`src/rtl/atpc_pkg.sv`:
```
// Constants, types and helpers of the transmit port control block
package atpc_pkg;
  // Register indices; byte address is four times the index
  localparam int unsigned REG_IO_MODE = 0;
  localparam int unsigned REG_GAIN = 1;
  localparam int unsigned REG_DELAY = 7;
  localparam int unsigned REG_FILTER = 8;
  localparam int unsigned REG_RESULT = 9;
  localparam int unsigned REG_STATUS = 10;
  // Field positions
  localparam int unsigned PUMP_EN_BIT = 0;
  localparam int unsigned IO_MODE_LSB = 3;
  localparam int unsigned GAIN_LSB = 0;
  localparam int unsigned DELAY_BIT = 5;
  localparam int unsigned HPF_BYPASS_BIT = 4;
  localparam int unsigned LINEAR_BIT = 5;
  // Values after reset and encodings
  localparam logic PUMP_EN_RESET = 1'b1;
  localparam logic [1:0] IO_MODE_MONITOR = 2'h1;
  localparam logic [7:0] QUIET_WORD = 8'hFF;
  localparam logic [3:0] LEN16 = 4'h2;
  localparam logic [3:0] LEN24 = 4'h3;
  localparam logic [3:0] LEN32 = 4'h4;
  localparam logic [3:0] LEN64 = 4'h8;
  // Timing
  localparam int unsigned CLK_HZ = 200_000_000;
  localparam int unsigned CONV_HZ = 512_000;
  localparam int unsigned CONV_DIV = CLK_HZ / CONV_HZ;
  localparam int unsigned FRAME_NS = 125_000;
  localparam int unsigned FRAME_CYCLES = FRAME_NS / (1_000_000_000 / CLK_HZ);

  typedef enum logic [1:0] {RATE16 = 2'h0, RATE24 = 2'h1, RATE32 = 2'h2, RATE64 = 2'h3} atpc_rate_t;
  typedef enum logic [1:0] {TX_IDLE = 2'h1, TX_DRIVE = 2'h2} atpc_tx_t;

  // Enable length to rate; bit 2 flags an unsupported length
  function automatic logic [2:0] atpcLenToRate(input logic [3:0] len);
    case (len)
      LEN16: atpcLenToRate = {1'b0, RATE16};
      LEN24: atpcLenToRate = {1'b0, RATE24};
      LEN32: atpcLenToRate = {1'b0, RATE32};
      LEN64: atpcLenToRate = {1'b0, RATE64};
      default: atpcLenToRate = 3'h4;
    endcase
  endfunction

  function automatic logic [3:0] atpcRateLen(input atpc_rate_t r);
    case (r)
      RATE16: atpcRateLen = LEN16;
      RATE24: atpcRateLen = LEN24;
      RATE32: atpcRateLen = LEN32;
      default: atpcRateLen = LEN64;
    endcase
  endfunction
endpackage

```
`src/rtl/atpc_top.sv`:
```
// Transmit serial port, sample FIFO and control registers of the codec
//
// Behaviour
// - Enable length picks each frame's encoding rate
// - One encode per 125 us frame, length sampled
// - Word computed next frame, output two frames later
// - Delay bit adds four frames to rate info
// - Only rate info is delayed, not samples
// - Driver holds word length minus half cycle
// - Three-bit transmit gain, 0 to 7 dB
// - Control bit bypasses transmit high-pass filter
// - Control bit selects 8-bit linear converter output
// - Monitor mode routes supply; result readable
// - Result: don't-care top, seven magnitude bits
// - Charge pump clocked at 256 kHz
// - Differential converter clocked at 512 kHz
// - Receive enable length selects decode rate
// - Quiet input gives all-ones adaptive word
//
// The APB interface to the registers and the address map are this design's own decisions.
`timescale 1ns/1ps

////////////////////////////////////////////////////////////////////////////////
module atpc_fifo #(
  parameter int unsigned WIDTH = 8,
  parameter int unsigned DEPTH = 8
) (
  // Clock and reset
  input  wire logic             clk,
  input  wire logic             reset,
  // Fill side
  input  wire logic             inValid,
  input  wire logic [WIDTH-1:0] inData,
  output logic                  inReady,
  // Drain side
  output logic                  outValid,
  output logic      [WIDTH-1:0] outData,
  input  wire logic             outReady
);
  localparam int unsigned AW = $clog2(DEPTH);
  if (DEPTH < 2 || (1 << AW) != DEPTH) $error("DEPTH must be a power of two");
  typedef struct packed {
    logic [DEPTH-1:0][WIDTH-1:0] mem;
    logic [AW-1:0]               rdPtr;
    logic [AW-1:0]               wrPtr;
    logic [AW:0]                 count;
    logic                        notFull;
  } atpc_fifo_t;
  atpc_fifo_t fifo_reg, fifo_next;
  logic push, pop;

  assign inReady  = fifo_reg.notFull;
  assign outValid = fifo_reg.count != '0;
  assign outData  = fifo_reg.mem[fifo_reg.rdPtr];
  assign push     = inValid && inReady;
  assign pop      = outValid && outReady;

  always_comb begin
    fifo_next = fifo_reg;
    if (push) begin
      fifo_next.mem[fifo_reg.wrPtr] = inData;
      fifo_next.wrPtr = fifo_reg.wrPtr + 1'b1;
    end
    if (pop) begin
      fifo_next.rdPtr = fifo_reg.rdPtr + 1'b1;
    end
    fifo_next.count = fifo_reg.count + (AW+1)'(push) - (AW+1)'(pop);
    fifo_next.notFull = fifo_next.count != (AW+1)'(DEPTH);
  end

  always_ff @(posedge clk) begin
    if (reset) begin
      fifo_reg <= '0;
      fifo_reg.notFull <= 1'b1;
    end else begin
      fifo_reg <= fifo_next;
    end
  end
endmodule

////////////////////////////////////////////////////////////////////////////////
module atpc_top import atpc_pkg::*; #(
  parameter int unsigned FRAME_LIMIT = FRAME_CYCLES + FRAME_CYCLES / 8,
  parameter int unsigned FIFO_DEPTH  = 8
) (
  // Clock and reset
  input  wire logic        clk,
  input  wire logic        reset,
  // APB slave
  input  wire logic        psel,
  input  wire logic        penable,
  input  wire logic        pwrite,
  input  wire logic [7:0]  paddr,
  input  wire logic [31:0] pwdata,
  output logic      [31:0] prdata,
  output logic             pready,
  output logic             pslverr,
  // Serial data port pins
  input  wire logic        txBitClock,
  input  wire logic        txFrameEnable,
  output logic             txSerialOut,
  output logic             txSerialOutEn_n,
  input  wire logic        rxBitClock,
  input  wire logic        rxFrameEnable,
  // Sample stream from the converter path
  input  wire logic        sampleValid,
  input  wire logic [7:0]  sampleData,
  output logic             sampleReady,
  // Supply monitor converter result
  input  wire logic        adcValid,
  input  wire logic [6:0]  adcMagnitude,
  // Analog control outputs
  output logic             pumpEnable,
  output logic             pumpClkEn,
  output logic             convClkEn,
  output logic [2:0]       txTrimGain,
  output logic             hpfBypass,
  output logic             linearFormat,
  output logic             supplyMonitorSel,
  output logic [1:0]       rxRate
);
  if (FRAME_LIMIT <= FRAME_CYCLES || FRAME_LIMIT >= 2**20) $error("FRAME_LIMIT out of range");
  if (FIFO_DEPTH != 8) $error("FIFO_DEPTH must be 8");

  typedef struct packed {
    logic [1:0]      txClkSync, txFeSync, rxClkSync, rxFeSync;
    logic            txClkPrev, rxClkPrev, txInFrame, rxInFrame;
    logic [3:0]      txLen, rxLen, compLen, outLen, bitCnt;
    atpc_rate_t      txReqRate;
    atpc_rate_t [3:0] rateHist;
    logic [7:0]      compWord, outWord, shiftWord;
    atpc_tx_t        txState;
    logic            serOut, serOutEn_n;
    logic [1:0]      rxRate, ioMode;
    logic            pumpEn, delaySel, hpfBypass, linFmt, monSel;
    logic [2:0]      gain;
    logic [7:0]      result;
    logic [9:0]      divCnt;
    logic            convTick, pumpPhase, pumpTick;
    logic [19:0]     frameTimer;
    logic            frameMissing;
    logic [31:0]     prdata;
    logic            pready, pslverr;
  } atpc_state_t;
  atpc_state_t st_reg, st_next;

  logic       fifoValid, fifoPop;
  logic [7:0] fifoData;

  atpc_fifo #(.WIDTH(8), .DEPTH(FIFO_DEPTH)) sampleFifo (
    .clk      (clk),
    .reset    (reset),
    .inValid  (sampleValid),
    .inData   (sampleData),
    .inReady  (sampleReady),
    .outValid (fifoValid),
    .outData  (fifoData),
    .outReady (fifoPop)
  );

  logic txRise, txFall, rxRise, txStart, txEnd, rxEnd, apbWrite;
  logic [2:0] txMap, rxMap;
  atpc_rate_t usedRate;
  logic [7:0] regIdx;
  logic [31:0] rdVal;
  logic rdOk;

  assign txRise   = st_reg.txClkSync[1] && !st_reg.txClkPrev;
  assign txFall   = !st_reg.txClkSync[1] && st_reg.txClkPrev;
  assign rxRise   = st_reg.rxClkSync[1] && !st_reg.rxClkPrev;
  assign txStart  = txRise && st_reg.txFeSync[1] && !st_reg.txInFrame;
  assign txEnd    = txRise && !st_reg.txFeSync[1] && st_reg.txInFrame;
  assign rxEnd    = rxRise && !st_reg.rxFeSync[1] && st_reg.rxInFrame;
  assign txMap    = atpcLenToRate(st_reg.txLen);
  assign rxMap    = atpcLenToRate(st_reg.rxLen);
  assign fifoPop  = txEnd;
  assign apbWrite = psel && penable && pwrite && st_reg.pready;
  assign regIdx   = {2'h0, paddr[7:2]};

  // Rate info alone passes the delay line; samples are taken undelayed
  always_comb begin
    usedRate = txMap[2] ? st_reg.txReqRate : atpc_rate_t'(txMap[1:0]);
    if (st_reg.delaySel) begin
      usedRate = st_reg.rateHist[3];
    end
  end

  always_comb begin
    rdVal = '0;
    rdOk  = paddr[1:0] == 2'h0;
    case (regIdx)
      8'(REG_IO_MODE): rdVal = 32'({st_reg.ioMode, 2'h0, st_reg.pumpEn});
      8'(REG_GAIN):    rdVal = 32'(st_reg.gain);
      8'(REG_DELAY):   rdVal = 32'({st_reg.delaySel, 5'h00});
      8'(REG_FILTER):  rdVal = 32'({st_reg.linFmt, st_reg.hpfBypass, 4'h0});
      8'(REG_RESULT):  rdVal = 32'(st_reg.result);
      8'(REG_STATUS):  rdVal = 32'({fifoValid, st_reg.frameMissing, st_reg.rxRate, st_reg.txReqRate});
      default:         rdOk = 1'b0;
    endcase
  end

  always_comb begin
    st_next = st_reg;
    st_next.txClkSync = {st_reg.txClkSync[0], txBitClock};
    st_next.txFeSync  = {st_reg.txFeSync[0], txFrameEnable};
    st_next.rxClkSync = {st_reg.rxClkSync[0], rxBitClock};
    st_next.rxFeSync  = {st_reg.rxFeSync[0], rxFrameEnable};
    st_next.txClkPrev = st_reg.txClkSync[1];
    st_next.rxClkPrev = st_reg.rxClkSync[1];

    // Enable length measured in bit-clock rising edges
    if (txRise && st_reg.txFeSync[1]) begin
      st_next.txInFrame = 1'b1;
      st_next.txLen = st_reg.txInFrame ? st_reg.txLen + 4'h1 : 4'h1;
      if (st_reg.txLen == 4'hF) st_next.txLen = st_reg.txLen;
    end
    if (txEnd) begin
      st_next.txInFrame = 1'b0;
      if (!txMap[2]) st_next.txReqRate = atpc_rate_t'(txMap[1:0]);
      st_next.rateHist = {st_reg.rateHist[2:0], st_next.txReqRate};
      st_next.outWord = st_reg.compWord;
      st_next.outLen = st_reg.compLen;
      st_next.compWord = fifoValid ? fifoData : QUIET_WORD;
      st_next.compLen = atpcRateLen(usedRate);
    end
    if (rxRise && st_reg.rxFeSync[1]) begin
      st_next.rxInFrame = 1'b1;
      st_next.rxLen = st_reg.rxInFrame ? st_reg.rxLen + 4'h1 : 4'h1;
      if (st_reg.rxLen == 4'hF) st_next.rxLen = st_reg.rxLen;
    end
    if (rxEnd) begin
      st_next.rxInFrame = 1'b0;
      if (!rxMap[2]) st_next.rxRate = rxMap[1:0];
    end

    // Word driven from frame start; release ignores an early enable drop
    case (st_reg.txState)
      TX_IDLE: begin
        st_next.serOutEn_n = 1'b1;
        if (txStart) begin
          st_next.txState = TX_DRIVE;
          st_next.shiftWord = st_reg.outWord;
          st_next.serOut = st_reg.outWord[7];
          st_next.bitCnt = st_reg.outLen;
          st_next.serOutEn_n = 1'b0;
        end
      end
      TX_DRIVE: begin
        if (txRise) begin
          st_next.shiftWord = {st_reg.shiftWord[6:0], 1'b0};
          st_next.serOut = st_reg.shiftWord[6];
        end
        if (txFall) begin
          st_next.bitCnt = st_reg.bitCnt - 4'h1;
          if (st_reg.bitCnt <= 4'h1) begin
            st_next.txState = TX_IDLE;
            st_next.serOutEn_n = 1'b1;
          end
        end
      end
      default: begin
        st_next.txState = TX_IDLE;
        st_next.serOutEn_n = 1'b1;
      end
    endcase

    // Missing frames flagged until the next one arrives
    if (txStart) begin
      st_next.frameTimer = '0;
      st_next.frameMissing = 1'b0;
    end else if (st_reg.frameTimer == 20'(FRAME_LIMIT)) begin
      st_next.frameMissing = 1'b1;
    end else begin
      st_next.frameTimer = st_reg.frameTimer + 20'h1;
    end

    // Converter tick at 512 kHz, pump tick every second one
    st_next.convTick = 1'b0;
    st_next.pumpTick = 1'b0;
    if (st_reg.divCnt == 10'(CONV_DIV - 1)) begin
      st_next.divCnt = '0;
      st_next.convTick = 1'b1;
      st_next.pumpPhase = !st_reg.pumpPhase;
      st_next.pumpTick = st_reg.pumpPhase && st_reg.pumpEn;
    end else begin
      st_next.divCnt = st_reg.divCnt + 10'h1;
    end

    if (adcValid && st_reg.ioMode == IO_MODE_MONITOR) begin
      st_next.result = {1'b0, adcMagnitude};
    end

    // Registered answer: pready rises in the first access cycle
    st_next.pready = psel && !penable;
    st_next.pslverr = psel && !penable && !rdOk;
    if (psel && !penable) st_next.prdata = (rdOk && !pwrite) ? rdVal : 32'h0000_0000;
    if (apbWrite && rdOk) begin
      case (regIdx)
        8'(REG_IO_MODE): begin
          st_next.pumpEn = pwdata[PUMP_EN_BIT];
          st_next.ioMode = pwdata[IO_MODE_LSB +: 2];
        end
        8'(REG_GAIN):   st_next.gain = pwdata[GAIN_LSB +: 3];
        8'(REG_DELAY):  st_next.delaySel = pwdata[DELAY_BIT];
        8'(REG_FILTER): begin
          st_next.hpfBypass = pwdata[HPF_BYPASS_BIT];
          st_next.linFmt = pwdata[LINEAR_BIT];
        end
        default: st_next.result = st_next.result;
      endcase
    end
    st_next.monSel = st_next.ioMode == IO_MODE_MONITOR;
  end

  always_ff @(posedge clk) begin
    if (reset) begin
      st_reg <= '0;
      st_reg.txState <= TX_IDLE;
      st_reg.serOutEn_n <= 1'b1;
      st_reg.pumpEn <= PUMP_EN_RESET;
      st_reg.compWord <= QUIET_WORD;
      st_reg.outWord <= QUIET_WORD;
      st_reg.compLen <= LEN64;
      st_reg.outLen <= LEN64;
      st_reg.txReqRate <= RATE64;
      st_reg.rateHist <= {4{RATE64}};
    end else begin
      st_reg <= st_next;
    end
  end

  assign prdata           = st_reg.prdata;
  assign pready           = st_reg.pready;
  assign pslverr          = st_reg.pslverr;
  assign txSerialOut      = st_reg.serOut;
  assign txSerialOutEn_n  = st_reg.serOutEn_n;
  assign pumpEnable       = st_reg.pumpEn;
  assign pumpClkEn        = st_reg.pumpTick;
  assign convClkEn        = st_reg.convTick;
  assign txTrimGain       = st_reg.gain;
  assign hpfBypass        = st_reg.hpfBypass;
  assign linearFormat     = st_reg.linFmt;
  assign supplyMonitorSel = st_reg.monSel;
  assign rxRate           = st_reg.rxRate;
endmodule

```
`config.mk`:
```
export PLATFORM = sky130hd
export DESIGN_NAME = atpc_top
export DESIGN_NICKNAME = d
export VERILOG_FILES = /design/src/rtl/atpc_pkg.sv /design/src/rtl/atpc_top.sv
export SDC_FILE = /design/constraint.sdc
export NUM_CORES = 1
export LEC_CHECK = 0
export BUFFER_PORTS_ARGS = -buffer_cell sky130_fd_sc_hd__buf_2
export CORE_UTILIZATION = 63
export CTS_CLUSTER_SIZE = 10
export DETAILED_ROUTE_END_ITERATION = 10
export PLACE_DENSITY = 0.83
export SYNTH_ARGS = -nofsm -noshare
export SYNTH_HDL_FRONTEND = slang
export SYNTH_SLANG_ARGS = --single-unit
```
`constraint.sdc`:
```
create_clock -name clk -period 4.8 [get_ports clk]
set_input_delay 0.72 -clock clk [delete_from_list [all_inputs] [get_ports clk]]
set_output_delay 0.72 -clock clk [all_outputs]
set_load 0.02 [all_outputs]
```
==> results.cfg <==
[routing]
vias = 7132
postRouteAntennaNets = 0
via_per_inst = 5.80
drcViolationCount = 0
postRouteWirelength_mm = 18.8
first_pass_iters = 5
dr.first_iter.drc_count = 500
avgRoutedWirePerCell_um = 15.3

[floorplan]
die_h_um = 123
io-pin-count = 114
die_width_um = 123
dieArea_um2 = 15200
start_util_pct = 64.2
core_um2 = 14500
rows = 44

[power]
power.leakage_nw = 3.79
ir_worst_vdd_mv = 0.291
swShare_pct = 24.1
seqPwrFrac_pct = 47.9
p_int_mw = 2.84
power_frac_comb_pct = 10.2
power.switching_mw = 0.902
clkPwrFrac_pct = 41.9
powerDensity_nw_per_um2 = 370

[sta]
slew_viol_final = 0
fmax_mhz = 332
rsz0062_at_grt = false
worst_pin_slew_ns = 1.08
fin_crit_sh_pct = 62.8
fin_hold_ws_ns = 0.429
setup_viol = 0
fin_crit_ns = 3.02
tns_ns = 0
slew_headroom_pct = 27.9
hold_viol = 0
finClkSkew_ns = 0.0126

[synthesis]
netlist_area_um2 = 9300
synth_cells = 1025
synth_edf_count = 0
ys_seq_area_share_pct = 43.9
yosys.area.top_type = dfxtp_1
avgSynthCellArea_um2 = 9.07
synth_common_cells = 204 x dfxtp_1, 114 x nor2_1, 103 x nand2_1
synth_top_area_share_pct = 43.9
ys_top_cells_by_area = dfxtp_1 44%, mux2i_1 6.5%, nor2_1 4.6%, nand2_1 4.2%, a21oi_1 3.9%
synthFlopType = dfxtp_1
synthDistinctLibCells = 66
ys_warn_count = 0
ys_seq_elements = 204
synthArstFlopShare_pct = 0
yosysMostFrequentCell = dfxtp_1

[critical_path]
start_kind = flop
cp.required_ns = 5.18
worst_path_largest_cell_delay_ns = 0.58
cp_max_fo = 5
path_cells = inv_1 -> ha_1 -> nor3b_1 -> nor2_1 -> ha_1 -> inv_1 -> ha_1 -> inv_1 -> fa_1 -> xor2_1 -> nand3b_1 -> or3_1
crit_family = simple AND/OR/NAND/NOR gates
crit_path_end_kind = flop
crit_type = reg2reg
cp.arrival_ns = 3.40
crit_buf_inv = 3
cp_slowest_cell = nor3b_1

[final_layout]
fill_cells = 1139
layout-drive-gt1-share_pct = 12.3
multi_input_area_um2 = 4700
fin_area_um2 = 10100
regArea_um2 = 4080
final_nets = 1129
n_antenna_cell = 0
area_delta_synth_final_pct = 8.88
largest_register_ffs = 101

[placement]
post_dp_cell_area_um2 = 9470
hpwl_mm = 12.4
io_buffers = 62
routabilityCongestion = 0.838

[cts]
htreeDepth = 1
cts-hold-fix-buffers = 0
clock-sinks = 204
ctsResizeCount = 0
cts-root-buf = clkbuf_16
numCtsBuffers = 24
clk_latency_ns = 0.51
cts_buffer_depth = 3
cts_tree = yes
cts_setup_buffers = 0
clkTransAtPathRegs_ns = 0.05

[global_routing]
grt_pass1_vias = 6715
overflow = 0
grt_max_degree = 61
antenna_found_initial = 0
grt_util_all_layers_pct = 25.4
grt_pass1_wl_mm = 31.3

[run]
max_cap_viol_count = 0

[hold_path]
hold_class = in2reg

[run_status]
status = complete, no violations
[final timing paths]
path                     startpoint                 end  slack, ns  depth (start not counted)
min reg2reg            st_next[151]         st_reg[151]       0.45                          1
max reg2reg  sampleFifo.fifo_reg[3]  sampleFifo.inReady       1.78                         12
min                   txFrameEnable        st_next[155]       0.43                          2
max          sampleFifo.fifo_reg[3]  sampleFifo.inReady       1.78                         12
[layer usage]
layer	part of all wire [%]	global-route usage (%)	up-vias
met1	44	31.5	3380
li1	-	-	3559
met3	4.4	3.92	36
met5	0	0	-
met2	50	45.5	157
met4	2.0	6.63	0
[cells in the final DEF, fill, tap and decap left out, types with 6 or more instances in the layout]
cell and n:
xor2_1 10, nor3_1 8, nand3_1 24, buf_2 61
conb_1 25, nand2b_1 11, a211oi_1 16, or4_1 7
mux2i_1 60, buf_4 7, a21o_1 6, inv_1 26
o21ai_0 45, xnor2_1 13, nand2_1 103, dfxtp_1 204
or3_1 6, nand4_1 10, a22oi_1 10, nor4_1 8
nand3b_1 23, a21oi_1 72, nor3b_1 6, nor2b_1 18
and2_1 7, nor2_1 114, mux4_2 16, clkbuf_16 24
ha_1 19
[per-stage QoR]
step                setup WS, ns  power, mW  utilization [%]  std cells
detailed placement          1.93       2.20             65.4       1201
global placement            1.94       2.19             65.4       1201
global route                1.50       3.89             69.9       1229
finish                      1.78       3.74             69.9       1229
floorplan                   2.28       2.12                -       1049
CTS                         1.80       3.78             69.9       1229
[power by group through the flow]
stage / clock, mW / sequential [mW] / combinational [mW]
after floorplan: 0 / 1.82 / 0.303
after global placement: 0 / 1.83 / 0.364
after detailed placement: 0 / 1.83 / 0.376
after CTS: 1.60 / 1.79 / 0.383
after global routing: 1.67 / 1.80 / 0.423
final: 1.57 / 1.79 / 0.381
[kinds of logic (layout without fill, tap and decap cells)]
family	Yosys count	in the layout	share of synthesized area, %
and+or+nand+nor	379	379	20.7
DFF	204	204	43.9
AOI/OAI and AO/OA	196	196	13.4
buffers and inverters	126	122	6.66
muxes	76	76	10.3
xor gates and xnor gates	23	23	2.17
adders and majority gates	20	20	2.77
other	1	25	0.0403
[final cells by class]
type                       count  area share, %
timing repair buffer          68           3.54
inverter                      26          0.964
clock buffer                  26           6.01
tap                          184           2.27
sequential                   204           40.3
multi-input combinational    719           46.4
clock inverter                 2          0.457
Note: power is estimated with default switching activity, not from simulation.
